$ cat src/pmcs_pkg.sv
// pmcs_pkg: constants, field layouts and carrier types of the power monitor sequencer.
// assumes one 50 MHz clock shared by the sequencer, the register port and the adc front end.
package pmcs_pkg;

    ////////////////////////////////////////////////////////////////////////////////
    // timing
    localparam int CLK_MHZ = 50;
    localparam int WAKE_TIME_US = 40;
    localparam int WAKE_CYCLES = WAKE_TIME_US * CLK_MHZ;
    localparam logic [11:0] WAKE_LOAD = 12'(WAKE_CYCLES - 1);

    ////////////////////////////////////////////////////////////////////////////////
    // register indices on the plain port
    localparam int ADDR_W = 4;
    localparam logic [3:0] ADDR_CONFIG = 4'h0;
    localparam logic [3:0] ADDR_SHUNT = 4'h1;
    localparam logic [3:0] ADDR_BUS = 4'h2;
    localparam logic [3:0] ADDR_POWER = 4'h3;
    localparam logic [3:0] ADDR_CURRENT = 4'h4;
    localparam logic [3:0] ADDR_CAL = 4'h5;
    localparam logic [3:0] ADDR_STATUS = 4'h6;

    ////////////////////////////////////////////////////////////////////////////////
    // configuration and status fields
    localparam int CFG_MODE_LSB = 0;
    localparam int CFG_AVG_LSB = 9;
    localparam int MODE_CONT_BIT = 2;
    localparam logic [15:0] CONFIG_RESET = 16'h0007;
    localparam logic [15:0] CONFIG_WMASK = 16'h0e07;
    localparam logic [15:0] CAL_RESET = 16'h0000;
    localparam logic [1:0] MODE_OFF = 2'h0;
    localparam logic [1:0] MODE_SHUNT = 2'h1;
    localparam logic [1:0] MODE_BUS = 2'h2;
    localparam logic [1:0] MODE_BOTH = 2'h3;
    localparam int STAT_READY_BIT = 0;
    localparam int STAT_BUSY_BIT = 1;

    ////////////////////////////////////////////////////////////////////////////////
    // result weights: shunt 2500 nV/bit, bus 1250 uV/bit, raw codes pass unscaled
    localparam int SHUNT_LSB_NV = 2500;
    localparam int BUS_LSB_UV = 1250;
    localparam int CUR_SHIFT = 11;
    localparam int PWR_SHIFT = 15;
    localparam int ACC_W = 27;
    localparam logic [3:0] AVG_SHIFT [8] = '{4'h0, 4'h2, 4'h4, 4'h6, 4'h7, 4'h8, 4'h9, 4'ha};

    ////////////////////////////////////////////////////////////////////////////////
    // carriers
    typedef enum logic {ADC_SHUNT, ADC_BUS} pmcs_chan_t;

    typedef struct packed {
        logic signed [15:0] shunt;
        logic signed [15:0] bus;
        logic signed [15:0] current;
        logic signed [15:0] power;
    } pmcs_set_t;

    typedef struct packed {
        logic [ADDR_W-1:0] addr;
        logic [15:0] wdata;
        logic write;
        logic read;
    } pmcs_req_t;

endpackage : pmcs_pkg

$ cat src/pmcs_sequencer.sv
// pmcs_sequencer: conversion sequencer of the current, voltage and power monitor.
// assumes an adc front end on the same clock: adcStart_r begins one conversion of
// adcChannel_r, a new start aborts the old one, and adcDone pulses once with adcData.
//
// Added by the designer: the register addresses and the address-and-strobe port.
`timescale 1ns/1ns
module pmcs_sequencer import pmcs_pkg::*; (
    input wire logic clock,
    input wire logic reset,
    input wire pmcs_req_t req,
    output logic [15:0] readData_r,
    input wire logic adcDone,
    input wire logic signed [15:0] adcData,
    output logic adcStart_r,
    output pmcs_chan_t adcChannel_r,
    output logic adcEnable_r,
    output logic conversionReadyFlag_r
);
    typedef enum logic [2:0] {ST_PDOWN, ST_WAKE, ST_IDLE, ST_START, ST_WAIT_SHUNT, ST_WAIT_BUS} pmcs_state_t;

    pmcs_state_t state_r;
    logic [15:0] config_r;
    logic [15:0] cal_r;
    logic [11:0] wakeCnt_r;
    logic [10:0] issueCnt_r;
    logic [10:0] accCnt_r;
    logic [10:0] sampleCount;
    logic signed [15:0] shuntRaw_r;
    logic signed [15:0] busRaw_r;
    logic calcGo_r;
    logic [1:0] modeSel;
    logic contMode;
    logic [3:0] avgShift;
    logic cfgWrite;
    logic cfgOff;
    logic statusRead;
    logic setDone;
    logic doneOk;
    logic lastIssue;
    logic flush;
    logic accLast;
    logic publish;
    logic calcValid;
    pmcs_set_t rawSet;
    pmcs_set_t calcSet;
    pmcs_set_t results;
    logic [3:0][15:0] calcVec;
    logic [3:0][15:0] resVec;

    ////////////////////////////////////////////////////////////////////////////////
    // decode of the configuration and the register port
    assign modeSel = config_r[CFG_MODE_LSB+1:CFG_MODE_LSB];
    assign contMode = config_r[CFG_MODE_LSB+MODE_CONT_BIT];
    assign avgShift = AVG_SHIFT[config_r[CFG_AVG_LSB+2:CFG_AVG_LSB]];
    assign sampleCount = 11'h001 << avgShift;
    assign cfgWrite = req.write && (req.addr == ADDR_CONFIG);
    assign cfgOff = (req.wdata[CFG_MODE_LSB+1:CFG_MODE_LSB] == MODE_OFF);
    assign statusRead = req.read && (req.addr == ADDR_STATUS);
    // a configuration write abandons the run in flight; stale math must not leak into the next
    assign flush = cfgWrite;
    assign lastIssue = (issueCnt_r == sampleCount - 11'h001);
    // a done seen beside our own start belongs to the conversion that start aborts
    assign doneOk = adcDone && !adcStart_r;

    // a set ends on the final conversion its mode asks for
    always_comb begin
        setDone = 1'b0;
        if (doneOk && !cfgWrite) begin
            if (state_r == ST_WAIT_SHUNT && modeSel == MODE_SHUNT) begin
                setDone = 1'b1;
            end else if (state_r == ST_WAIT_BUS) begin
                setDone = 1'b1;
            end
        end
    end

    ////////////////////////////////////////////////////////////////////////////////
    // configuration and calibration; writes are honoured in every state
    always_ff @(posedge clock) begin
        if (reset) begin
            config_r <= CONFIG_RESET;
            cal_r <= CAL_RESET;
        end else if (req.write) begin
            if (req.addr == ADDR_CONFIG) begin
                config_r <= req.wdata & CONFIG_WMASK;
            end
            if (req.addr == ADDR_CAL) begin
                cal_r <= req.wdata;
            end
        end
    end

    ////////////////////////////////////////////////////////////////////////////////
    // conversion state machine; reads never reach it, only writes and the adc do
    always_ff @(posedge clock) begin
        if (reset) begin
            state_r <= ST_WAKE;
        end else if (cfgWrite) begin
            if (cfgOff) begin
                state_r <= ST_PDOWN;
            end else if (state_r == ST_PDOWN || state_r == ST_WAKE) begin // a write never cuts wake short
                state_r <= ST_WAKE;
            end else begin
                state_r <= ST_START;
            end
        end else begin
            case (state_r)
                ST_PDOWN: state_r <= ST_PDOWN;
                ST_WAKE: begin
                    if (wakeCnt_r == 12'h000) begin
                        state_r <= ST_START;
                    end
                end
                ST_IDLE: state_r <= ST_IDLE;
                ST_START: begin
                    state_r <= (modeSel == MODE_BUS) ? ST_WAIT_BUS : ST_WAIT_SHUNT;
                end
                ST_WAIT_SHUNT: begin
                    if (doneOk && modeSel == MODE_BOTH) begin
                        state_r <= ST_WAIT_BUS;
                    end else if (setDone) begin
                        state_r <= (!contMode && lastIssue) ? ST_IDLE : ST_START;
                    end
                end
                ST_WAIT_BUS: begin
                    if (setDone) begin
                        state_r <= (!contMode && lastIssue) ? ST_IDLE : ST_START;
                    end
                end
                default: state_r <= ST_IDLE;
            endcase
        end
    end

    // wake counter, loaded at reset and on leaving power-down
    always_ff @(posedge clock) begin
        if (reset) begin
            wakeCnt_r <= WAKE_LOAD;
        end else if (state_r != ST_WAKE) begin
            wakeCnt_r <= WAKE_LOAD;
        end else if (wakeCnt_r != 12'h000) begin
            wakeCnt_r <= wakeCnt_r - 12'h001;
        end
    end

    // count of sets issued, only single-shot modes stop on it
    always_ff @(posedge clock) begin
        if (reset || flush) begin
            issueCnt_r <= '0;
        end else if (setDone) begin
            issueCnt_r <= lastIssue ? 11'h000 : issueCnt_r + 11'h001;
        end
    end

    ////////////////////////////////////////////////////////////////////////////////
    // adc command; the bus start follows the shunt result in the same edge
    always_ff @(posedge clock) begin
        if (reset) begin
            adcStart_r <= 1'b0;
            adcChannel_r <= ADC_SHUNT;
            adcEnable_r <= 1'b1;
        end else begin
            adcStart_r <= 1'b0;
            adcEnable_r <= !(cfgWrite ? cfgOff : state_r == ST_PDOWN); // front end biased off in power-down
            if (!cfgWrite && state_r == ST_START) begin
                adcStart_r <= 1'b1;
                adcChannel_r <= (modeSel == MODE_BUS) ? ADC_BUS : ADC_SHUNT;
            end else if (!cfgWrite && state_r == ST_WAIT_SHUNT && doneOk && modeSel == MODE_BOTH) begin
                adcStart_r <= 1'b1;
                adcChannel_r <= ADC_BUS;
            end
        end
    end

    // raw codes pass without scaling, so each keeps its fixed weight
    always_ff @(posedge clock) begin
        if (reset) begin
            shuntRaw_r <= '0;
            busRaw_r <= '0;
        end else if (doneOk && !cfgWrite) begin
            if (state_r == ST_WAIT_SHUNT) begin
                shuntRaw_r <= adcData;
            end
            if (state_r == ST_WAIT_BUS) begin
                busRaw_r <= adcData;
            end
        end
    end

    // math is launched once a set is in and runs while the next conversion starts
    always_ff @(posedge clock) begin
        if (reset) begin
            calcGo_r <= 1'b0;
        end else begin
            calcGo_r <= setDone;
        end
    end

    assign rawSet = '{shunt: shuntRaw_r, bus: busRaw_r, current: 16'h0000, power: 16'h0000};

    pmcs_calc calc_u (
        .clock(clock),
        .reset(reset),
        .flush(flush),
        .go(calcGo_r && !flush),
        .raw(rawSet),
        .cal(cal_r),
        .set_r(calcSet),
        .valid_r(calcValid)
    );

    ////////////////////////////////////////////////////////////////////////////////
    // averaging over the four result channels
    assign accLast = (accCnt_r == sampleCount - 11'h001);
    assign publish = calcValid && accLast && !flush;
    assign calcVec = calcSet;

    always_ff @(posedge clock) begin
        if (reset || flush) begin
            accCnt_r <= '0;
        end else if (calcValid) begin
            accCnt_r <= accLast ? 11'h000 : accCnt_r + 11'h001;
        end
    end

    genvar ch;
    generate
        for (ch = 0; ch < 4; ch++) begin : g_avg
            pmcs_avg avg_u (
                .clock(clock),
                .reset(reset),
                .flush(flush),
                .add(calcValid && !flush),
                .last(accLast),
                .sample(calcVec[ch]),
                .shift(avgShift),
                .avg_r(resVec[ch])
            );
        end
    endgenerate

    // outputs only move on publish since each channel loads on its last sample
    assign results = resVec;

    ////////////////////////////////////////////////////////////////////////////////
    // ready flag; a publish in the same cycle as a clear wins
    always_ff @(posedge clock) begin
        if (reset) begin
            conversionReadyFlag_r <= 1'b0;
        end else if (publish) begin
            conversionReadyFlag_r <= 1'b1;
        end else if (statusRead || (cfgWrite && !cfgOff)) begin
            conversionReadyFlag_r <= 1'b0;
        end
    end

    // read data stands one cycle after the strobe; unmapped indices read zero
    always_ff @(posedge clock) begin
        if (reset) begin
            readData_r <= '0;
        end else if (req.read) begin
            case (req.addr)
                ADDR_CONFIG: readData_r <= config_r;
                ADDR_SHUNT: readData_r <= results.shunt;
                ADDR_BUS: readData_r <= results.bus;
                ADDR_POWER: readData_r <= results.power;
                ADDR_CURRENT: readData_r <= results.current;
                ADDR_CAL: readData_r <= cal_r;
                ADDR_STATUS: begin
                    readData_r <= '0;
                    readData_r[STAT_READY_BIT] <= conversionReadyFlag_r;
                    readData_r[STAT_BUSY_BIT] <= (state_r != ST_IDLE) && (state_r != ST_PDOWN);
                end
                default: readData_r <= '0;
            endcase
        end else begin
            readData_r <= '0;
        end
    end

    ////////////////////////////////////////////////////////////////////////////////
    // checks
    alternate_bus_a: assert property (@(posedge clock) disable iff (reset)
        (state_r == ST_WAIT_SHUNT && doneOk && modeSel == MODE_BOTH && !cfgWrite)
        |=> (adcStart_r && adcChannel_r == ADC_BUS))
        else $error("bus conversion did not follow shunt");
    shunt_only_a: assert property (@(posedge clock) disable iff (reset)
        (adcStart_r && modeSel == MODE_SHUNT) |-> adcChannel_r == ADC_SHUNT)
        else $error("bus converted in shunt-only mode");
    results_hold_a: assert property (@(posedge clock) disable iff (reset)
        !$past(publish) |-> $stable(results))
        else $error("results moved without a finished average");
    ready_cause_a: assert property (@(posedge clock) disable iff (reset)
        $rose(conversionReadyFlag_r) |-> $past(publish))
        else $error("ready flag set without a finished set");
    cfg_clear_a: assert property (@(posedge clock) disable iff (reset)
        (cfgWrite && !cfgOff && !publish) |=> !conversionReadyFlag_r)
        else $error("configuration write left ready flag set");
    pdown_keep_a: assert property (@(posedge clock) disable iff (reset)
        (cfgWrite && cfgOff && conversionReadyFlag_r) |=> conversionReadyFlag_r)
        else $error("power-down write cleared ready flag");
    status_clear_a: assert property (@(posedge clock) disable iff (reset)
        (statusRead && !publish && !req.write) |=> !conversionReadyFlag_r)
        else $error("status read left ready flag set");
    stopped_quiet_a: assert property (@(posedge clock) disable iff (reset)
        (state_r == ST_IDLE && !cfgWrite) [*2] |-> !adcStart_r)
        else $error("conversion started after single shot ended");
    pdown_quiet_a: assert property (@(posedge clock) disable iff (reset)
        (state_r == ST_PDOWN && !cfgWrite) |=> (!adcStart_r && !adcEnable_r && state_r == ST_PDOWN))
        else $error("activity in power-down");
    wake_time_a: assert property (@(posedge clock) disable iff (reset)
        (state_r == ST_WAKE && wakeCnt_r == WAKE_LOAD && !cfgWrite) |=> (state_r == ST_WAKE) [*8])
        else $error("wake time cut short");
    read_harmless_a: assert property (@(posedge clock) disable iff (reset)
        (req.read && !req.write && !adcDone && (state_r == ST_WAIT_SHUNT || state_r == ST_WAIT_BUS))
        |=> state_r == $past(state_r))
        else $error("register read disturbed conversion");
endmodule : pmcs_sequencer

$ cat src/pmcs_calc.sv
// pmcs_calc: two-stage current and power pipeline beside the converter.
// assumes go is a one-cycle pulse and raw stays valid in that cycle.
`timescale 1ns/1ns
module pmcs_calc import pmcs_pkg::*; (
    input wire logic clock,
    input wire logic reset,
    input wire logic flush,
    input wire logic go,
    input wire pmcs_set_t raw,
    input wire logic [15:0] cal,
    output pmcs_set_t set_r,
    output logic valid_r
);
    pmcs_set_t st1_r;
    logic v1_r;
    logic signed [32:0] curProd;
    logic [15:0] curMag;
    logic [31:0] pwrProd;

    // current from shunt code and calibration; an unloaded calibration forces zero
    assign curProd = raw.shunt * $signed({1'b0, cal});
    assign curMag = st1_r.current[15] ? 16'(-st1_r.current) : st1_r.current;
    assign pwrProd = curMag * st1_r.bus;

    always_ff @(posedge clock) begin
        if (reset || flush) begin
            st1_r <= '0;
            v1_r <= 1'b0;
        end else begin
            v1_r <= go;
            if (go) begin
                st1_r <= raw;
                st1_r.current <= (cal == 16'h0000) ? 16'h0000 : curProd[CUR_SHIFT+15:CUR_SHIFT];
            end
        end
    end

    // power from that current and the bus code; its weight follows the current weight
    always_ff @(posedge clock) begin
        if (reset || flush) begin
            set_r <= '0;
            valid_r <= 1'b0;
        end else begin
            valid_r <= v1_r;
            if (v1_r) begin
                set_r <= st1_r;
                set_r.power <= pwrProd[PWR_SHIFT+15:PWR_SHIFT];
            end
        end
    end

    calc_latency_a: assert property (@(posedge clock) disable iff (reset || flush) go |=> ##1 valid_r)
        else $error("calc result not two cycles after go");
    cal_zero_a: assert property (@(posedge clock) disable iff (reset)
        (go && cal == 16'h0000 && !flush) |=> ##1 (!valid_r || set_r.current == 16'h0000))
        else $error("current not zero without calibration");
endmodule : pmcs_calc

$ cat src/pmcs_avg.sv
// pmcs_avg: one accumulator channel that publishes the power-of-two average of a run.
// assumes add is a one-cycle pulse and last marks the final sample of a run.
`timescale 1ns/1ns
module pmcs_avg import pmcs_pkg::*; (
    input wire logic clock,
    input wire logic reset,
    input wire logic flush,
    input wire logic add,
    input wire logic last,
    input wire logic signed [15:0] sample,
    input wire logic [3:0] shift,
    output logic signed [15:0] avg_r
);
    logic signed [ACC_W-1:0] acc_r;
    logic signed [ACC_W-1:0] sum;
    logic first_r;

    // the first sample of a run loads instead of adding, so no clear cycle is spent
    assign sum = (first_r ? ACC_W'(0) : acc_r) + ACC_W'(sample);

    always_ff @(posedge clock) begin
        if (reset || flush) begin
            acc_r <= '0;
            first_r <= 1'b1;
        end else if (add) begin
            acc_r <= sum;
            first_r <= last;
        end
    end

    // division is a shift; counts are powers of two so it is exact to floor
    always_ff @(posedge clock) begin
        if (reset) begin
            avg_r <= '0;
        end else if (add && last && !flush) begin
            avg_r <= 16'(sum >>> shift);
        end
    end

    avg_single_a: assert property (@(posedge clock) disable iff (reset)
        (add && last && first_r && !flush && shift == 4'h0) |=> avg_r == $past(sample))
        else $error("single sample average differs from sample");
endmodule : pmcs_avg

$ cat config.mk
export PLATFORM = sky130hd
export DESIGN_NAME = pmcs_sequencer
export DESIGN_NICKNAME = d
export VERILOG_FILES = /design/src/pmcs_pkg.sv /design/src/pmcs_sequencer.sv /design/src/pmcs_calc.sv /design/src/pmcs_avg.sv
export SDC_FILE = /design/constraint.sdc
export NUM_CORES = 2
export LEC_CHECK = 0
export BUFFER_PORTS_ARGS = -buffer_cell sky130_fd_sc_hd__buf_2
export CORE_ASPECT_RATIO = 0.6
export CORE_MARGIN = 4
export CORE_UTILIZATION = 50
export DETAILED_ROUTE_END_ITERATION = 10
export GPL_TIMING_DRIVEN = 0
export PLACE_DENSITY = 0.66
export SETUP_SLACK_MARGIN = 0.4
export SLEW_MARGIN = 20
export SYNTH_ARGS = -nofsm -noshare
export SYNTH_HDL_FRONTEND = slang
export SYNTH_SLANG_ARGS = --single-unit
$ cat constraint.sdc
create_clock -name clock -period 9.85 [get_ports clock]
set_clock_uncertainty 0.2 [all_clocks]
set_input_delay 1.4775 -clock clock [delete_from_list [all_inputs] [get_ports clock]]
set_output_delay 1.4775 -clock clock [all_outputs]
set_load 0.05 [all_outputs]
==> summary.txt <==
Layout
  – Layout cell share with drive strength beyond 1: 0.0519
  – Layout filler cell count: 7782
  – Area grow syn2layout: 7.44%
  – Register area: 0.00799 mm^2
  – Area of the multi-input gates: 0.0306 mm^2
  – Fin nets: 5907

Synth
  – Register area share after synthesis: 0.192
  – Synth async-reset ratio: 0
  – Post-synthesis adder-cell area fraction: 0.272
  – Syn avg cell area: 8.19 um^2
  – Synthesized netlist net count: 5801
  – Post-synthesis simple-gate area fraction: 0.208
  – #FFs+latches synth: 399
  – Post-Synthesis Cell Area: 0.0416 mm^2
  – Post-synthesis cell count: 5085
  – Largest family of logic cells by synthesized area: adder cells
  – Yosys cell types: 113
  – Synth Area in XOR/XNOR: 0.0355
  – Synth warnings: 0
  – Post-synthesis mux area share: 0.0629
  – Most used DFF post-synth: dfxtp_1
  – Compound-gate portion of the synthesized area: 0.154
  – Number of flops mapped to enable cells by yosys: 0

Timing
  – Final period util: 0.910
  – Fmax: 112 MHz
  – Max_slew headroom: 0.147
  – Fin. max-slew vios: 0
  – Final Hold Fails: 0
  – Actual slew at the worst max-slew pin: 1.28 ns
  – Tmin final: 8.97 ns
  – Setup_tns: 0 ns
  – Setup violations, final: 0
  – Unrepaired setup endpoints after global routing: false
  – Hold Worst Slack: 0.251 ns

Clocking
  – TritonCTS clock tree: yes
  – Root buffer cell: clkbuf_16
  – Num CTS Buffers: 42
  – Clock latency on the worst-skew pair: 0.61 ns
  – H-tree depth: 2
  – # clock sinks: 399
  – Setup bufs post-CTS: 0
  – Max Buffers Root-to-Sink: 3
  – Clock Pin Slew Worst Setup and Hold Paths: 0.07 ns

Floorplan
  – Die Y: 232 um
  – Core area: 0.0820 mm^2
  – Die W: 381 um
  – Initial core utilization: 0.508
  – Die area: 0.0881 mm^2
  – I/O pin cnt: 61
  – Row count: 81

Route
  – Antenna Nets Post-Route: 0
  – First-pass iteration count of the detailed router: 8
  – Wire length after detailed routing: 160000 um
  – Drc violations: 0
  – Vias per cell: 6.14
  – Routed vias: 38700
  – Initial DRC Count: 5140
  – Average wire per cell in the routed design: 25.4 um

Critical path
  – CP Capture Type: flip-flop
  – CP Max Fanout: 10
  – Crit path kind: reg -> reg
  – Most used cell, CP: fa_1
  – CP startpoint kind: flip-flop
  – Worst EP arrival: 9.24 ns
  – Slowest CP cell: fa_1
  – Critical Path RT: 10.12 ns
  – CP max stage delay: 0.54 ns

Power
  – Pwr/cell area: 75.7 mW/mm^2
  – Leak: 0.0192 uW
  – Maximum VDD drop: 0.000119 V

GRT
  – Initial antenna violation count: 6
  – Grt total ovfl: 0
  – Vias in the first global route: 36400
  – GRT Total Usage: 0.356
  – First-pass GRT wire length: 238000 um
  – Largest net degree at the start of global routing: 16

Placement
  – HPWL after DPL: 129000 um
  – GPL Wtd Cong: 1.03
  – Port bufs: 60

Outcome
  – Outcome: finished clean

Run
  – Max cap viols: 0

Min path
  – Worst hold path type: reg -> reg
==> cell families after synthesis <==
kind of cell,count (synthesis)
and+or+nand+nor,1820
AOI/OAI and AO/OA,946
adders and majority gates,675
xor gates and xnor gates,169
other,1
buffers and inverters,824
muxes,251
DFF,399
==> worst paths after layout <==
kind	start	endpoint	slack (ns)	depth (start not counted)
max	calc_u.st1_r[16]$_SDFFE_PP0P_	calc_u.set_r[15]$_SDFFE_PP0P_	0.88	29
min	g_avg[3].avg_u.avg_r[3]$_SDFFE_PP0P_	g_avg[3].avg_u.avg_r[3]$_SDFFE_PP0P_	0.25	2
max reg2reg	calc_u.st1_r[16]$_SDFFE_PP0P_	calc_u.set_r[15]$_SDFFE_PP0P_	0.88	29
min reg2reg	g_avg[3].avg_u.avg_r[3]$_SDFFE_PP0P_	g_avg[3].avg_u.avg_r[3]$_SDFFE_PP0P_	0.25	2
==> registers in the layout, indices dropped and copies added (netlist names) <==
register               cells
accCnt_r                  11
wakeCnt_r                 12
calc_u.v1_r                1
conversionReadyFlag_r      1
calc_u.valid_r             1
calc_u.set_r              64
g_avg.avg_u.avg_r         64
g_avg.avg_u.acc_r        108
cal_r                     16
readData_r                16
calc_u.st1_r              48
busRaw_r                  16
adcChannel_r               1
adcStart_r                 1
shuntRaw_r                16
adcEnable_r                1
state_r                    3
config_r                   6
g_avg.avg_u.first_r        1
issueCnt_r                11
calcGo_r                   1
==> timing repair <==
item                                    CTS  global route
resized for setup                         1            19
endpoints found under the setup margin    6             9
pin swaps                                 0             0
hold buffers                              0             0
==> worst max-delay path, delay by kind of cell (launching register included) <==
family | cells | cell delay (ns)
adder cells (fa/ha/maj) | 7 | 3.39
AO/OA/AOI/OAI | 6 | 1.76
AND/OR/NAND/NOR | 8 | 1.61
buffers and inverters | 6 | 1.02
XOR/XNOR | 1 | 0.39
flip-flops | 1 | 0.30
multiplexers | 1 | 0.19
==> cell usage in the layout, fill, tap and decap left out, drive strengths merged, types with 127 or more instances in the layout <==
| cell type | n |
|---|---|
| nor2b | 127 |
| dfxtp | 399 |
| o21ai | 149 |
| nor2 | 429 |
| fa | 382 |
| mux2i | 229 |
| ha | 293 |
| inv | 523 |
| clkbuf | 290 |
| buf | 130 |
| and2 | 219 |
| nand2 | 668 |
| a21oi | 279 |
==> synth_stat cells (all sizes together), types with 83 or more instances <==
cell | number | share of area
nand2 | 668 | 0.060
inv | 518 | 0.047
nor2 | 429 | 0.039
dfxtp | 399 | 0.19
fa | 382 | 0.18
ha | 293 | 0.088
a21oi | 279 | 0.034
clkbuf | 237 | 0.021
mux2i | 229 | 0.055
and2 | 219 | 0.033
o21ai | 149 | 0.018
nor2b | 127 | 0.019
xnor2 | 105 | 0.022
nor3 | 83 | 0.010
==> stage by stage <==
stage | power (uW) | utilization | worst slack (ns) | area (um^2) | std cells
2_1_floorplan | 1730 | - | 2.22 | 41600 | 5085
3_3_place_gp | 1800 | 0.528 | 0.213 | 43300 | 6224
3_5_place_dp | 1800 | 0.529 | 0.160 | 43400 | 6226
4_1_cts | 3380 | 0.545 | 0.457 | 44700 | 6300
5_1_grt | 3460 | 0.546 | 0.366 | 44700 | 6300
6_report | 3390 | 0.546 | 0.883 | 44700 | 6303
==> metal layers <==
metal  part of all wire  global-route usage
met5            0.00018                   0
met4              0.024              0.0733
met2               0.37               0.469
met3               0.14               0.120
met1               0.46               0.554
==> area by class of cell <==
type / instances / share of cell area
diodes: 3 / 0.000168
plain buffers: 305 / 0.0274
clock buffers: 53 / 0.0260
clock inverters: 21 / 0.00375
inverters: 519 / 0.0435
multi-input cells: 3862 / 0.683
flip-flops and latches: 399 / 0.179
well taps: 1079 / 0.0302
repair buffers: 62 / 0.00722
==> where the power goes <==
part | internal [uW] | switching [uW]
clock | 870 | 749
combinational | 32.5 | 117
sequential | 1620 | 3.01
Note: power is estimated with default switching activity, not from simulation.
